**config.mk**
```make
export PLATFORM = sky130hd
export DESIGN_NAME = hisl_device_flat
export DESIGN_NICKNAME = d
export VERILOG_FILES = /design/src/common/hisl_pkg.sv /design/src/common/hisl_if.sv /design/src/hw/hisl_device.sv /design/src/hw/hisl_sticky.sv /design/src/flat_wrapper.sv
export SDC_FILE = /design/constraint.sdc
export NUM_CORES = 1
export LEC_CHECK = 0
export ABC_AREA = 1
export BUFFER_PORTS_ARGS = -buffer_cell sky130_fd_sc_hd__buf_2
export CAP_MARGIN = 20
export CORE_UTILIZATION = 37
export CTS_CLUSTER_SIZE = 40
export DETAILED_ROUTE_END_ITERATION = 10
export HOLD_SLACK_MARGIN = 0.06
export PLACE_DENSITY = 0.84
export SETUP_SLACK_MARGIN = 0.05
export SLEW_MARGIN = 20
export SYNTH_ARGS = -nofsm -noshare
export SYNTH_HDL_FRONTEND = slang
export SYNTH_HIERARCHICAL = 1
export SYNTH_SLANG_ARGS = --single-unit
```
**constraint.sdc**
```tcl
create_clock -name pclk -period 1.7 [get_ports pclk]
set_clock_uncertainty 0.2 [all_clocks]
set_input_delay 0.34 -clock pclk [delete_from_list [all_inputs] [get_ports pclk]]
set_output_delay 0.34 -clock pclk [all_outputs]
set_load 0.005 [all_outputs]
```
**src/common/hisl_pkg.sv**
```systemverilog
// Package for the host interrupt status logic: field positions, offsets, reset values.
// Assumes one pclk domain shared by both ends.
package hisl_pkg;
  // Cause/status bit positions
  localparam int unsigned STAT_SEQ_HELP  = 0;
  localparam int unsigned STAT_CMD_DONE  = 1;
  localparam int unsigned STAT_BUS_EVENT = 2;
  localparam int unsigned STAT_BREAK     = 3;
  localparam int unsigned STAT_CODE_LSB  = 4;
  localparam int unsigned CLR_PARITY     = 4;
  // Breakpoint cause indices
  localparam int unsigned BRK_ADDR       = 0;
  localparam int unsigned BRK_ILLEGAL    = 1;
  localparam int unsigned BRK_SEQ_PAR    = 2;
  localparam int unsigned BRK_DP_PAR     = 3;
  localparam int unsigned BRK_MEM_PAR    = 4;
  localparam int unsigned BRK_CAUSES     = 5;
  // Host control bit positions
  localparam int unsigned CTL_INT_EN     = 0;
  localparam int unsigned CTL_MASTER_EN  = 1;
  localparam int unsigned CTL_POWER_DOWN = 2;
  localparam int unsigned CTL_CHIP_RST   = 3;
  // APB word offsets
  localparam logic [7:0] OFS_STATUS  = 8'h00;
  localparam logic [7:0] OFS_CLEAR   = 8'h04;
  localparam logic [7:0] OFS_CONTROL = 8'h08;
  // Extra status bits in the status word
  localparam int unsigned STW_IRQ    = 8;
  localparam int unsigned STW_PAUSE  = 9;
  localparam int unsigned STW_HBERR  = 10;
  // Reset values
  localparam logic [7:0]  RST_STATUS  = 8'h00;
  localparam logic [2:0]  RST_CONTROL = 3'h0;
  localparam logic [31:0] RST_RDATA   = 32'h0000_0000;
endpackage

```
**src/common/hisl_if.sv**
```systemverilog
// Link between the driver-side register end and the interrupt status logic.
// Assumes both ends run on the same pclk; no clocking block.
`timescale 1ns/1ns
`default_nettype none
interface hisl_if;
  logic       clear_wr;
  logic [7:0] clear_bits;
  logic       interrupt_output_enable;
  logic       bus_master_enable;
  logic       power_down_control;
  logic       chip_soft_reset;
  logic [7:0] interrupt_cause_status;
  logic       host_interrupt_request;
  logic       pause_active;
  logic       host_bus_error_summary;

  modport dev (
    input  clear_wr, clear_bits, interrupt_output_enable, bus_master_enable,
           power_down_control, chip_soft_reset,
    output interrupt_cause_status, host_interrupt_request, pause_active,
           host_bus_error_summary
  );
  modport host (
    output clear_wr, clear_bits, interrupt_output_enable, bus_master_enable,
           power_down_control, chip_soft_reset,
    input  interrupt_cause_status, host_interrupt_request, pause_active,
           host_bus_error_summary
  );
endinterface
`default_nettype wire

```
**src/hw/hisl_device.sv**
```systemverilog
// Interrupt status logic of the adapter: latches the four interrupt sources,
// pauses the sequencer and gates the host interrupt request.
// Assumes sequencer, error and bus-event inputs are synchronous to pclk.
`timescale 1ns/1ns
`default_nettype none
module hisl_device
  import hisl_pkg::*;
#(
  parameter int unsigned PC_W  = 10,
  parameter int unsigned NSECT = 16
) (
  // Clock and reset
  input  wire logic              pclk,
  input  wire logic              presetn,
  // Link to driver-side end
  hisl_if.dev                    lnk,
  // Sequencer
  input  wire logic [PC_W-1:0]   seq_pc,
  input  wire logic [PC_W-1:0]   break_address,
  input  wire logic              seq_status_wr,
  input  wire logic [7:0]        seq_status_wdata,
  input  wire logic              external_block_ram_select,
  input  wire logic              ext_arb_busy,
  output logic                   seq_pause,
  // Failure controls
  input  wire logic              breakpoint_disable,
  input  wire logic              failure_interrupt_disable,
  input  wire logic              parity_error_disable,
  input  wire logic              datapath_parity_check_enable,
  input  wire logic              memory_parity_check_enable,
  // Error sources
  input  wire logic              illegal_instruction_error,
  input  wire logic              sequencer_ram_parity_error,
  input  wire logic              datapath_parity_error,
  input  wire logic              memory_parity_error,
  input  wire logic              host_bus_error,
  // Bus events
  input  wire logic              bus_reset_event,
  input  wire logic              bus_parity_event,
  input  wire logic              select_timeout_event,
  input  wire logic              unexpected_free_event,
  input  wire logic [NSECT-1:0]  section_events,
  input  wire logic [NSECT-1:0]  section_event_mask
);

  logic [BRK_CAUSES-1:0] err_q;
  logic [BRK_CAUSES-1:0] cause_set;
  logic [BRK_CAUSES-1:0] cause_clr;
  logic [BRK_CAUSES-1:0] cause_q;
  logic [BRK_CAUSES-1:0] err_now;
  logic                  breakpoint_interrupt;
  logic                  bus_event_interrupt;
  logic                  command_done_interrupt;
  logic                  sequencer_help_interrupt;
  logic [3:0]            sequencer_reason_code_q;
  logic                  hb_err_q;
  logic                  hb_flag;
  logic                  bus_cause;
  logic                  seq_wr_help;
  logic                  pause_delayable;
  logic                  arb_stall;
  logic                  gate_full;
  logic                  gate_master;
  logic                  clr_parity;

  assign clr_parity = lnk.clear_wr & lnk.clear_bits[CLR_PARITY];

  // Only rising edges of error levels count as new causes
  assign err_now[BRK_ADDR]    = 1'b0;
  assign err_now[BRK_ILLEGAL] = illegal_instruction_error;
  assign err_now[BRK_SEQ_PAR] = sequencer_ram_parity_error;
  assign err_now[BRK_DP_PAR]  = datapath_parity_error;
  assign err_now[BRK_MEM_PAR] = memory_parity_error;

  always_ff @(posedge pclk or negedge presetn) begin
    if (!presetn) begin
      err_q <= '0;
    end else begin
      err_q <= err_now;
    end
  end

  always_comb begin
    cause_set[BRK_ADDR]    = (seq_pc == break_address) & ~breakpoint_disable;
    cause_set[BRK_ILLEGAL] = err_now[BRK_ILLEGAL] & ~err_q[BRK_ILLEGAL]
                             & ~failure_interrupt_disable;
    cause_set[BRK_SEQ_PAR] = err_now[BRK_SEQ_PAR] & ~err_q[BRK_SEQ_PAR]
                             & ~failure_interrupt_disable & ~parity_error_disable;
    cause_set[BRK_DP_PAR]  = err_now[BRK_DP_PAR] & ~err_q[BRK_DP_PAR]
                             & datapath_parity_check_enable
                             & ~failure_interrupt_disable;
    cause_set[BRK_MEM_PAR] = err_now[BRK_MEM_PAR] & ~err_q[BRK_MEM_PAR]
                             & memory_parity_check_enable
                             & ~failure_interrupt_disable;
    cause_clr[BRK_ADDR]    = lnk.clear_wr & lnk.clear_bits[STAT_BREAK];
    cause_clr[BRK_ILLEGAL] = lnk.chip_soft_reset;
    cause_clr[BRK_SEQ_PAR] = clr_parity;
    cause_clr[BRK_DP_PAR]  = clr_parity;
    cause_clr[BRK_MEM_PAR] = clr_parity;
  end

  // One latch per breakpoint cause; the three parity causes share the parity clear
  genvar gi;
  generate
    for (gi = 0; gi < BRK_CAUSES; gi++) begin : g_cause
      hisl_sticky u_cause (
        .pclk    (pclk),
        .presetn (presetn),
        .set     (cause_set[gi]),
        .clr     (cause_clr[gi]),
        .flag_q  (cause_q[gi])
      );
    end
  endgenerate

  assign breakpoint_interrupt = |cause_q;

  // Latched host bus error, cleared alongside parity causes
  assign hb_flag = host_bus_error & ~hb_err_q & ~failure_interrupt_disable;

  always_ff @(posedge pclk or negedge presetn) begin
    if (!presetn) begin
      hb_err_q <= 1'b0;
    end else begin
      hb_err_q <= host_bus_error;
    end
  end

  hisl_sticky u_hberr (
    .pclk    (pclk),
    .presetn (presetn),
    .set     (hb_flag),
    .clr     (clr_parity),
    .flag_q  (lnk.host_bus_error_summary)
  );

  // Level set: a clear while the cause persists is overridden
  assign bus_cause = bus_reset_event | bus_parity_event | select_timeout_event
                     | unexpected_free_event | |(section_events & section_event_mask);

  hisl_sticky u_bus (
    .pclk    (pclk),
    .presetn (presetn),
    .set     (bus_cause),
    .clr     (lnk.clear_wr & lnk.clear_bits[STAT_BUS_EVENT]),
    .flag_q  (bus_event_interrupt)
  );

  // Sequencer writes can only set the help and done flags, never clear them; a help write reloads the code
  assign seq_wr_help = seq_status_wr & seq_status_wdata[STAT_SEQ_HELP];

  hisl_sticky u_cmd (
    .pclk    (pclk),
    .presetn (presetn),
    .set     (seq_status_wr & seq_status_wdata[STAT_CMD_DONE]),
    .clr     (lnk.clear_wr & lnk.clear_bits[STAT_CMD_DONE]),
    .flag_q  (command_done_interrupt)
  );

  hisl_sticky u_help (
    .pclk    (pclk),
    .presetn (presetn),
    .set     (seq_wr_help),
    .clr     (lnk.clear_wr & lnk.clear_bits[STAT_SEQ_HELP]),
    .flag_q  (sequencer_help_interrupt)
  );

  always_ff @(posedge pclk or negedge presetn) begin
    if (!presetn) begin
      sequencer_reason_code_q <= 4'h0;
    end else if (seq_wr_help) begin
      sequencer_reason_code_q <= seq_status_wdata[7:STAT_CODE_LSB];
    end
  end

  always_comb begin
    lnk.interrupt_cause_status                 = RST_STATUS;
    lnk.interrupt_cause_status[7:STAT_CODE_LSB] = sequencer_reason_code_q;
    lnk.interrupt_cause_status[STAT_BREAK]     = breakpoint_interrupt;
    lnk.interrupt_cause_status[STAT_BUS_EVENT] = bus_event_interrupt;
    lnk.interrupt_cause_status[STAT_CMD_DONE]  = command_done_interrupt;
    lnk.interrupt_cause_status[STAT_SEQ_HELP]  = sequencer_help_interrupt;
  end

  // Pause; help pauses in the cycle of its own setting write
  assign pause_delayable = breakpoint_interrupt | bus_event_interrupt;
  assign arb_stall       = external_block_ram_select & ext_arb_busy;
  assign seq_pause       = sequencer_help_interrupt | seq_wr_help
                           | (pause_delayable & ~arb_stall);
  assign lnk.pause_active = seq_pause;

  // Command done ignores power-down; the others honour it
  assign gate_master = lnk.interrupt_output_enable & lnk.bus_master_enable;
  assign gate_full   = gate_master & ~lnk.power_down_control;
  assign lnk.host_interrupt_request =
      (gate_full & (breakpoint_interrupt | lnk.host_bus_error_summary))
    | (gate_full & bus_event_interrupt)
    | (gate_full & sequencer_help_interrupt)
    | (gate_master & command_done_interrupt);

endmodule
`default_nettype wire

```
**src/hw/hisl_sticky.sv**
```systemverilog
// Sticky flag: set wins over a clear in the same cycle.
// Assumes set and clear come from logic on pclk.
`timescale 1ns/1ns
`default_nettype none
module hisl_sticky (
  // Clock and reset
  input  wire logic pclk,
  input  wire logic presetn,
  // Control
  input  wire logic set,
  input  wire logic clr,
  // State
  output logic      flag_q
);
  always_ff @(posedge pclk or negedge presetn) begin
    if (!presetn) begin
      flag_q <= 1'b0;
    end else if (set) begin
      flag_q <= 1'b1;
    end else if (clr) begin
      flag_q <= 1'b0;
    end
  end
endmodule
`default_nettype wire

```
**src/flat_wrapper.sv**
```systemverilog
// flat-port wrapper written by rule: the top's interface ports become plain ports
module hisl_device_flat import hisl_pkg::*;
#(
  parameter int unsigned PC_W  = 10,
  parameter int unsigned NSECT = 16
)
  (pclk, presetn, seq_pc, break_address, seq_status_wr, seq_status_wdata, external_block_ram_select, ext_arb_busy, seq_pause, breakpoint_disable, failure_interrupt_disable, parity_error_disable, datapath_parity_check_enable, memory_parity_check_enable, illegal_instruction_error, sequencer_ram_parity_error, datapath_parity_error, memory_parity_error, host_bus_error, bus_reset_event, bus_parity_event, select_timeout_event, unexpected_free_event, section_events, section_event_mask, lnk_clear_wr, lnk_clear_bits, lnk_interrupt_output_enable, lnk_bus_master_enable, lnk_power_down_control, lnk_chip_soft_reset, lnk_interrupt_cause_status, lnk_host_interrupt_request, lnk_pause_active, lnk_host_bus_error_summary);
  hisl_if lnk_i ();
  input  wire logic pclk;
  input  wire logic presetn;
  input  wire logic [PC_W-1:0] seq_pc;
  input  wire logic [PC_W-1:0] break_address;
  input  wire logic seq_status_wr;
  input  wire logic [7:0] seq_status_wdata;
  input  wire logic external_block_ram_select;
  input  wire logic ext_arb_busy;
  output logic seq_pause;
  input  wire logic breakpoint_disable;
  input  wire logic failure_interrupt_disable;
  input  wire logic parity_error_disable;
  input  wire logic datapath_parity_check_enable;
  input  wire logic memory_parity_check_enable;
  input  wire logic illegal_instruction_error;
  input  wire logic sequencer_ram_parity_error;
  input  wire logic datapath_parity_error;
  input  wire logic memory_parity_error;
  input  wire logic host_bus_error;
  input  wire logic bus_reset_event;
  input  wire logic bus_parity_event;
  input  wire logic select_timeout_event;
  input  wire logic unexpected_free_event;
  input  wire logic [NSECT-1:0] section_events;
  input  wire logic [NSECT-1:0] section_event_mask;
  input wire logic [$bits(lnk_i.clear_wr)-1:0] lnk_clear_wr;
  input wire logic [$bits(lnk_i.clear_bits)-1:0] lnk_clear_bits;
  input wire logic [$bits(lnk_i.interrupt_output_enable)-1:0] lnk_interrupt_output_enable;
  input wire logic [$bits(lnk_i.bus_master_enable)-1:0] lnk_bus_master_enable;
  input wire logic [$bits(lnk_i.power_down_control)-1:0] lnk_power_down_control;
  input wire logic [$bits(lnk_i.chip_soft_reset)-1:0] lnk_chip_soft_reset;
  output wire logic [$bits(lnk_i.interrupt_cause_status)-1:0] lnk_interrupt_cause_status;
  output wire logic [$bits(lnk_i.host_interrupt_request)-1:0] lnk_host_interrupt_request;
  output wire logic [$bits(lnk_i.pause_active)-1:0] lnk_pause_active;
  output wire logic [$bits(lnk_i.host_bus_error_summary)-1:0] lnk_host_bus_error_summary;
  assign lnk_i.clear_wr = lnk_clear_wr;
  assign lnk_i.clear_bits = lnk_clear_bits;
  assign lnk_i.interrupt_output_enable = lnk_interrupt_output_enable;
  assign lnk_i.bus_master_enable = lnk_bus_master_enable;
  assign lnk_i.power_down_control = lnk_power_down_control;
  assign lnk_i.chip_soft_reset = lnk_chip_soft_reset;
  assign lnk_interrupt_cause_status = lnk_i.interrupt_cause_status;
  assign lnk_host_interrupt_request = lnk_i.host_interrupt_request;
  assign lnk_pause_active = lnk_i.pause_active;
  assign lnk_host_bus_error_summary = lnk_i.host_bus_error_summary;
  hisl_device #(.PC_W(PC_W), .NSECT(NSECT)) u_core (.pclk(pclk), .presetn(presetn), .lnk(lnk_i), .seq_pc(seq_pc), .break_address(break_address), .seq_status_wr(seq_status_wr), .seq_status_wdata(seq_status_wdata), .external_block_ram_select(external_block_ram_select), .ext_arb_busy(ext_arb_busy), .seq_pause(seq_pause), .breakpoint_disable(breakpoint_disable), .failure_interrupt_disable(failure_interrupt_disable), .parity_error_disable(parity_error_disable), .datapath_parity_check_enable(datapath_parity_check_enable), .memory_parity_check_enable(memory_parity_check_enable), .illegal_instruction_error(illegal_instruction_error), .sequencer_ram_parity_error(sequencer_ram_parity_error), .datapath_parity_error(datapath_parity_error), .memory_parity_error(memory_parity_error), .host_bus_error(host_bus_error), .bus_reset_event(bus_reset_event), .bus_parity_event(bus_parity_event), .select_timeout_event(select_timeout_event), .unexpected_free_event(unexpected_free_event), .section_events(section_events), .section_event_mask(section_event_mask));
endmodule
```
; Yosys cells after proc, flatten, opt, wreduce, memory -nomap -nowiden
; Cells that the tools add are included.
[totals]
reg_bits = 18
latch_bits = 0
ramBits = 0
romBits = 0
input_bits = 92
output_inout_bits = 12
word_cells = 90
mem_count = 0
[classes]
n_addsub = 0
multipliers = 0
div_mod_pow = 0
n_lt_le_gt_ge = 0
eq_ne = 1
shifts = 0
n_mux = 15
bitwise_logic = 51
reduce_logical = 11
[op_table]
columns = op, count
row1 = $and A1 B1 Y1, 29
row2 = $reduce_bool A2 Y1, 9
row3 = $and A16 B16 Y16, 1
row4 = $reduce_or A16 Y1, 1
row5 = $mux W1, 15
row6 = $or A1 B1 Y1, 11
row7 = $eq A10 B10 Y1, 1
row8 = $not A1 Y1, 10
row9 = $reduce_or A5 Y1, 1

; Logic depth before layout (Yosys ltp)
[logic_depth]
word_depth = 6
depth_mapped = 10
mapped_depth_nobuf = 10

; Cells and area by module
; Netlist, hierarchy kept.
[by_module_without_submodules]
columns = module, instances, cells_each, area_per_inst_um2
row1 = hisl_device, 1, 144, 808.3
row2 = hisl_sticky, 9, 5, 40.0

; Worst setup path after synthesis
; No wires, ideal clock.
[synth_path]
path_type = register to output
startpoint = reg u_core.g_cause[3].u_cause.flag_q
endpoint = out seq_pause
t_arrival_ns = 0.908
path_slack_ns = 0.252
path_stages_with_launch = 6
path_buffers = 1
cell_sequence = dfrtp_1 -> nor2_1 -> nand3_1 -> o21ai_1 -> nand2_1 -> buf_4
[synth_via]
elab_chain_len = 4
[synth_lines]
columns = element, line
row1 = start: declaration, hisl_sticky.sv:13  ; output logic flag_q
row2 = start signal: assignment, hisl_sticky.sv:17  ; flag_q <= 1'b0;
row3 = start signal: assignment, hisl_sticky.sv:19  ; flag_q <= 1'b1;
row4 = start signal: assignment, hisl_sticky.sv:21  ; flag_q <= 1'b0;
row5 = $reduce_or A5 Y1, hisl_device.sv:116  ; assign breakpoint_interrupt = |cause_q;
row6 = named net u_core.breakpoint_interrupt, hisl_device.sv:51  ; logic breakpoint_interrupt;
row7 = $or A1 B1 Y1, hisl_device.sv:186  ; assign pause_delayable = breakpoint_interrupt | bus_event_interrupt;
row8 = $and A1 B1 Y1, hisl_device.sv:189  ; | (pause_delayable & ~arb_stall);
row9 = $or A1 B1 Y1, hisl_device.sv:189
row10 = end: declaration, flat_wrapper.sv:17  ; output logic seq_pause;
; The timed path passes the listed nets, and every way through them passes these cells.

; Worst setup path after layout
[layout_path]
startpoint = reg u_core.g_cause[2].u_cause.flag_q
endpoint = out lnk_pause_active
[layout_via]
elab_chain_len = 4
[layout_lines]
columns = element, line
row1 = start: declaration, hisl_sticky.sv:13
row2 = start signal: assignment, hisl_sticky.sv:17
row3 = start signal: assignment, hisl_sticky.sv:19
row4 = start signal: assignment, hisl_sticky.sv:21
row5 = $reduce_or A5 Y1, hisl_device.sv:116
row6 = $or A1 B1 Y1, hisl_device.sv:186
row7 = $and A1 B1 Y1, hisl_device.sv:189
row8 = $or A1 B1 Y1, hisl_device.sv:189
row9 = end: declaration, flat_wrapper.sv:42  ; output wire logic [$bits(lnk_i.pause_active)-1:0] lnk_pause_active;
; No other way between the ends.

==> run metrics <==
CTS clk-pin slew, worst paths 0.09 ns; critical register-to-register path startpoint u_core/err_q[2]; Hold Vio Cnt, Final 0; vias between 1,000 and 1,500; DP Cell Count between 300 and 400; final period utilization 105%; Core Region 3030 µm²; reg2reg end u_core/g_cause[2].u_cause/flag_q; most frequent cell after synthesis nand2_1; RSZ-0062 raised after global routing yes; synthesized flop and latch total 18; Initial DRC Count 34; Int Pwr roughly 760 µW; Via-to-Cell Ratio around 4.1; initial core utilization between 30% and 40%; top cell type's share of synthesized area between 30% and 40%; Mapped Area 1170 µm²; Synth async-reset ratio 100%; clock share of power between 20% and 30%; Sw Pwr ~280 µW; wire per inst a little over 8 µm; maximum VDD drop just under 500 µV; Min-Delay Path Depth 4; # diodes 0; Seq/Total Area, Yosys about 39%; Mapped Nets 281; layout cell share with drive strength beyond 1 between 30% and 40%; CTS Buffer Depth 2; Worst-Margin Slew 0.392 ns; initial antenna violation count 0; routability-driven placement congestion ratio 0.724; Worst Hold Class primary input to register; synth warn 6; die width just under 60 µm; routed wire length about 2.8 mm; Pwr Total between 1 and 1.5 mW; max-slew violations 0; Die ar. 3390 µm²; Tmin final around 1.8 ns; Switching Share between 20% and 30%; Die Ht around 58 µm; DP Area 1680 µm²; worst hold endpoint u_core/g_cause[2].u_cause/flag_q; PwrDens approximately 560 nW/µm²; first-pass GRT wire length around 5.0 mm; failing checks negative setup slack; Port Buffers 98; DRC 0; Clock Latency Late Sink just under 0.3 ns; largest net degree at the start of global routing 19; vias in the first global route around 1,400; CP endpoint kind primary output; cell count of the worst reg-to-reg path 3; root buffer cell clkbuf_4; CP Launch Type register; max cap viols 0; synth cell count leaders 85 x nand2_1, 43 x inv_1, 18 x dfrtp_1; status finished, violations left; Syn Area/Cell approximately 6.2 µm²; DP HPWL about 2.3 mm; num rows 20; top_reg_cell synth dfrtp_1; cell taking the most area after synthesis dfrtp_1; Setup WS post-layout -0.0874 ns; cell count after synthesis around 190; Static Leak approximately 1.2 nW; WP data required between 1 and 1.5 ns; Area contributors post-synth dfrtp_1 39%, nand2_1 27%, inv_1 14%; Synth cell types 18; layout overhead on the synthesized area 58.1%; post-route ant nets 0; layout net count approximately 400; Fin Hold WS 0.0800 ns; crit path kind register to primary output; fmax 559 MHz; Flop pwr share a little under half; drt pass-1 iters 4; total congestion overflow 0; worst endpoint data arrival time ~1.3 ns; final std cells w/o fill between 300 and 400; final setup TNS -0.251 ns; Post-synth EDFFs 0; H-tree depth 1; crit-path max FO 2; Final setup viols 4; Sinks on Clock Net 18; max_slew headroom 73.9%; r2r setup slk about 0.70 ns; TritonCTS Buffers 3; overall routing resource usage about a fifth; CTS tree done; io pins around 100; post-route cell area approximately 1800 µm²; Worst Hold Launch parity_error_disable; logic gate share of total power around 29%
layout make-up:
type,count,area (µm²)
fill,330,1180
tap,44,55.1
timing repair buffer,111,616
multi-input combinational,119,514
sequential,18,450
inverter,47,176
clock buffer,4,36.3
stage by stage:
stage               utilization, %  setup slack [ns]
finish                        61.0           -0.0874
global route                  61.0            -0.161
CTS                           60.5            -0.111
detailed placement            55.4             0.176
global placement              55.4             0.195
floorplan                        -             0.252
cells in the final DEF (no fill, tap or decap), drive strengths merged:
cell         netlist  layout
nor3b              2       2
dfrtp             18      18
nor4               2       2
nor3               2       2
or2                2       2
clkbuf             0       4
nand4              7       7
clkinv             1       1
buf                5     100
o21ai              2       2
nand2             87      87
dlygate4sd3        0      11
inv               46      46
a21oi              1       1
nand3              3       3
nor2              11      11
per-layer routing:
| layer | up-vias | GRT usage (%) | part of all wire (%) |
|---|---|---|---|
| met4 | 0 | 5.10 | 0.25 |
| met1 | 582 | 17.9 | 40 |
| met3 | 3 | 4.91 | 6.2 |
| met5 | - | 0 | 0 |
| li1 | 767 | - | - |
| met2 | 51 | 38.1 | 53 |
worst max-delay path, stage by stage, from the launching register on:
cell	delay [ns]
dfrtp_1	0.40
nor2_2	0.14
nand3_2	0.09
o21ai_1	0.12
nand2_1	0.08
buf_2	0.13
worst max-delay path by stage:
stage / start / to / slack (ns) / cells past startpoint
floorplan: u_core/g_cause[3].u_cause/flag_q / seq_pause / 0.25 / 5
global placement: seq_status_wr / lnk_pause_active / 0.19 / 6
detailed placement: seq_status_wr / lnk_pause_active / 0.18 / 6
CTS: u_core/g_cause[2].u_cause/flag_q / lnk_pause_active / -0.11 / 5
global route: u_core/g_cause[2].u_cause/flag_q / seq_pause / -0.16 / 5
finish: u_core/g_cause[2].u_cause/flag_q / lnk_pause_active / -0.09 / 5
flip-flops by register name, indices dropped and copies added (netlist names):
signal,count
u_core/sequencer_reason_code_q,4
u_core/u_cmd/flag_q,1
u_core/g_cause.u_cause/flag_q,5
u_core/hb_err_q,1
u_core/u_bus/flag_q,1
u_core/err_q,4
u_core/u_help/flag_q,1
u_core/u_hberr/flag_q,1
power by group through the flow:
stage               Combinational, mW  Clock [mW]  Sequential [mW]
floorplan                       0.125           0            0.490
finish                          0.299       0.261            0.484
global placement                0.262           0            0.489
detailed placement              0.268           0            0.491
CTS                             0.292       0.272            0.483
global route                    0.345       0.294            0.488
logic make-up (layout without fill, tap and decap cells):
group / count (synthesis) / count (layout) / synth area share (%)
AND/OR/NAND/NOR: 116 / 116 / 41.9
buffers and inverters: 52 / 162 / 18.3
flip-flops: 18 / 18 / 38.5
AO/OA/AOI/OAI: 3 / 3 / 1.28
what timing repair did:
action | in CTS | in global routing
setup buffers | 1 | 1
hold buffers | 11 | 0
gates resized for setup | 1 | 2
cloned | 0 | 0
setup endpoints to repair | 3 | 4
pin swaps | 2 | 0
hold endpoints to repair | 28 | 0
(Power assumes the default switching activity.)
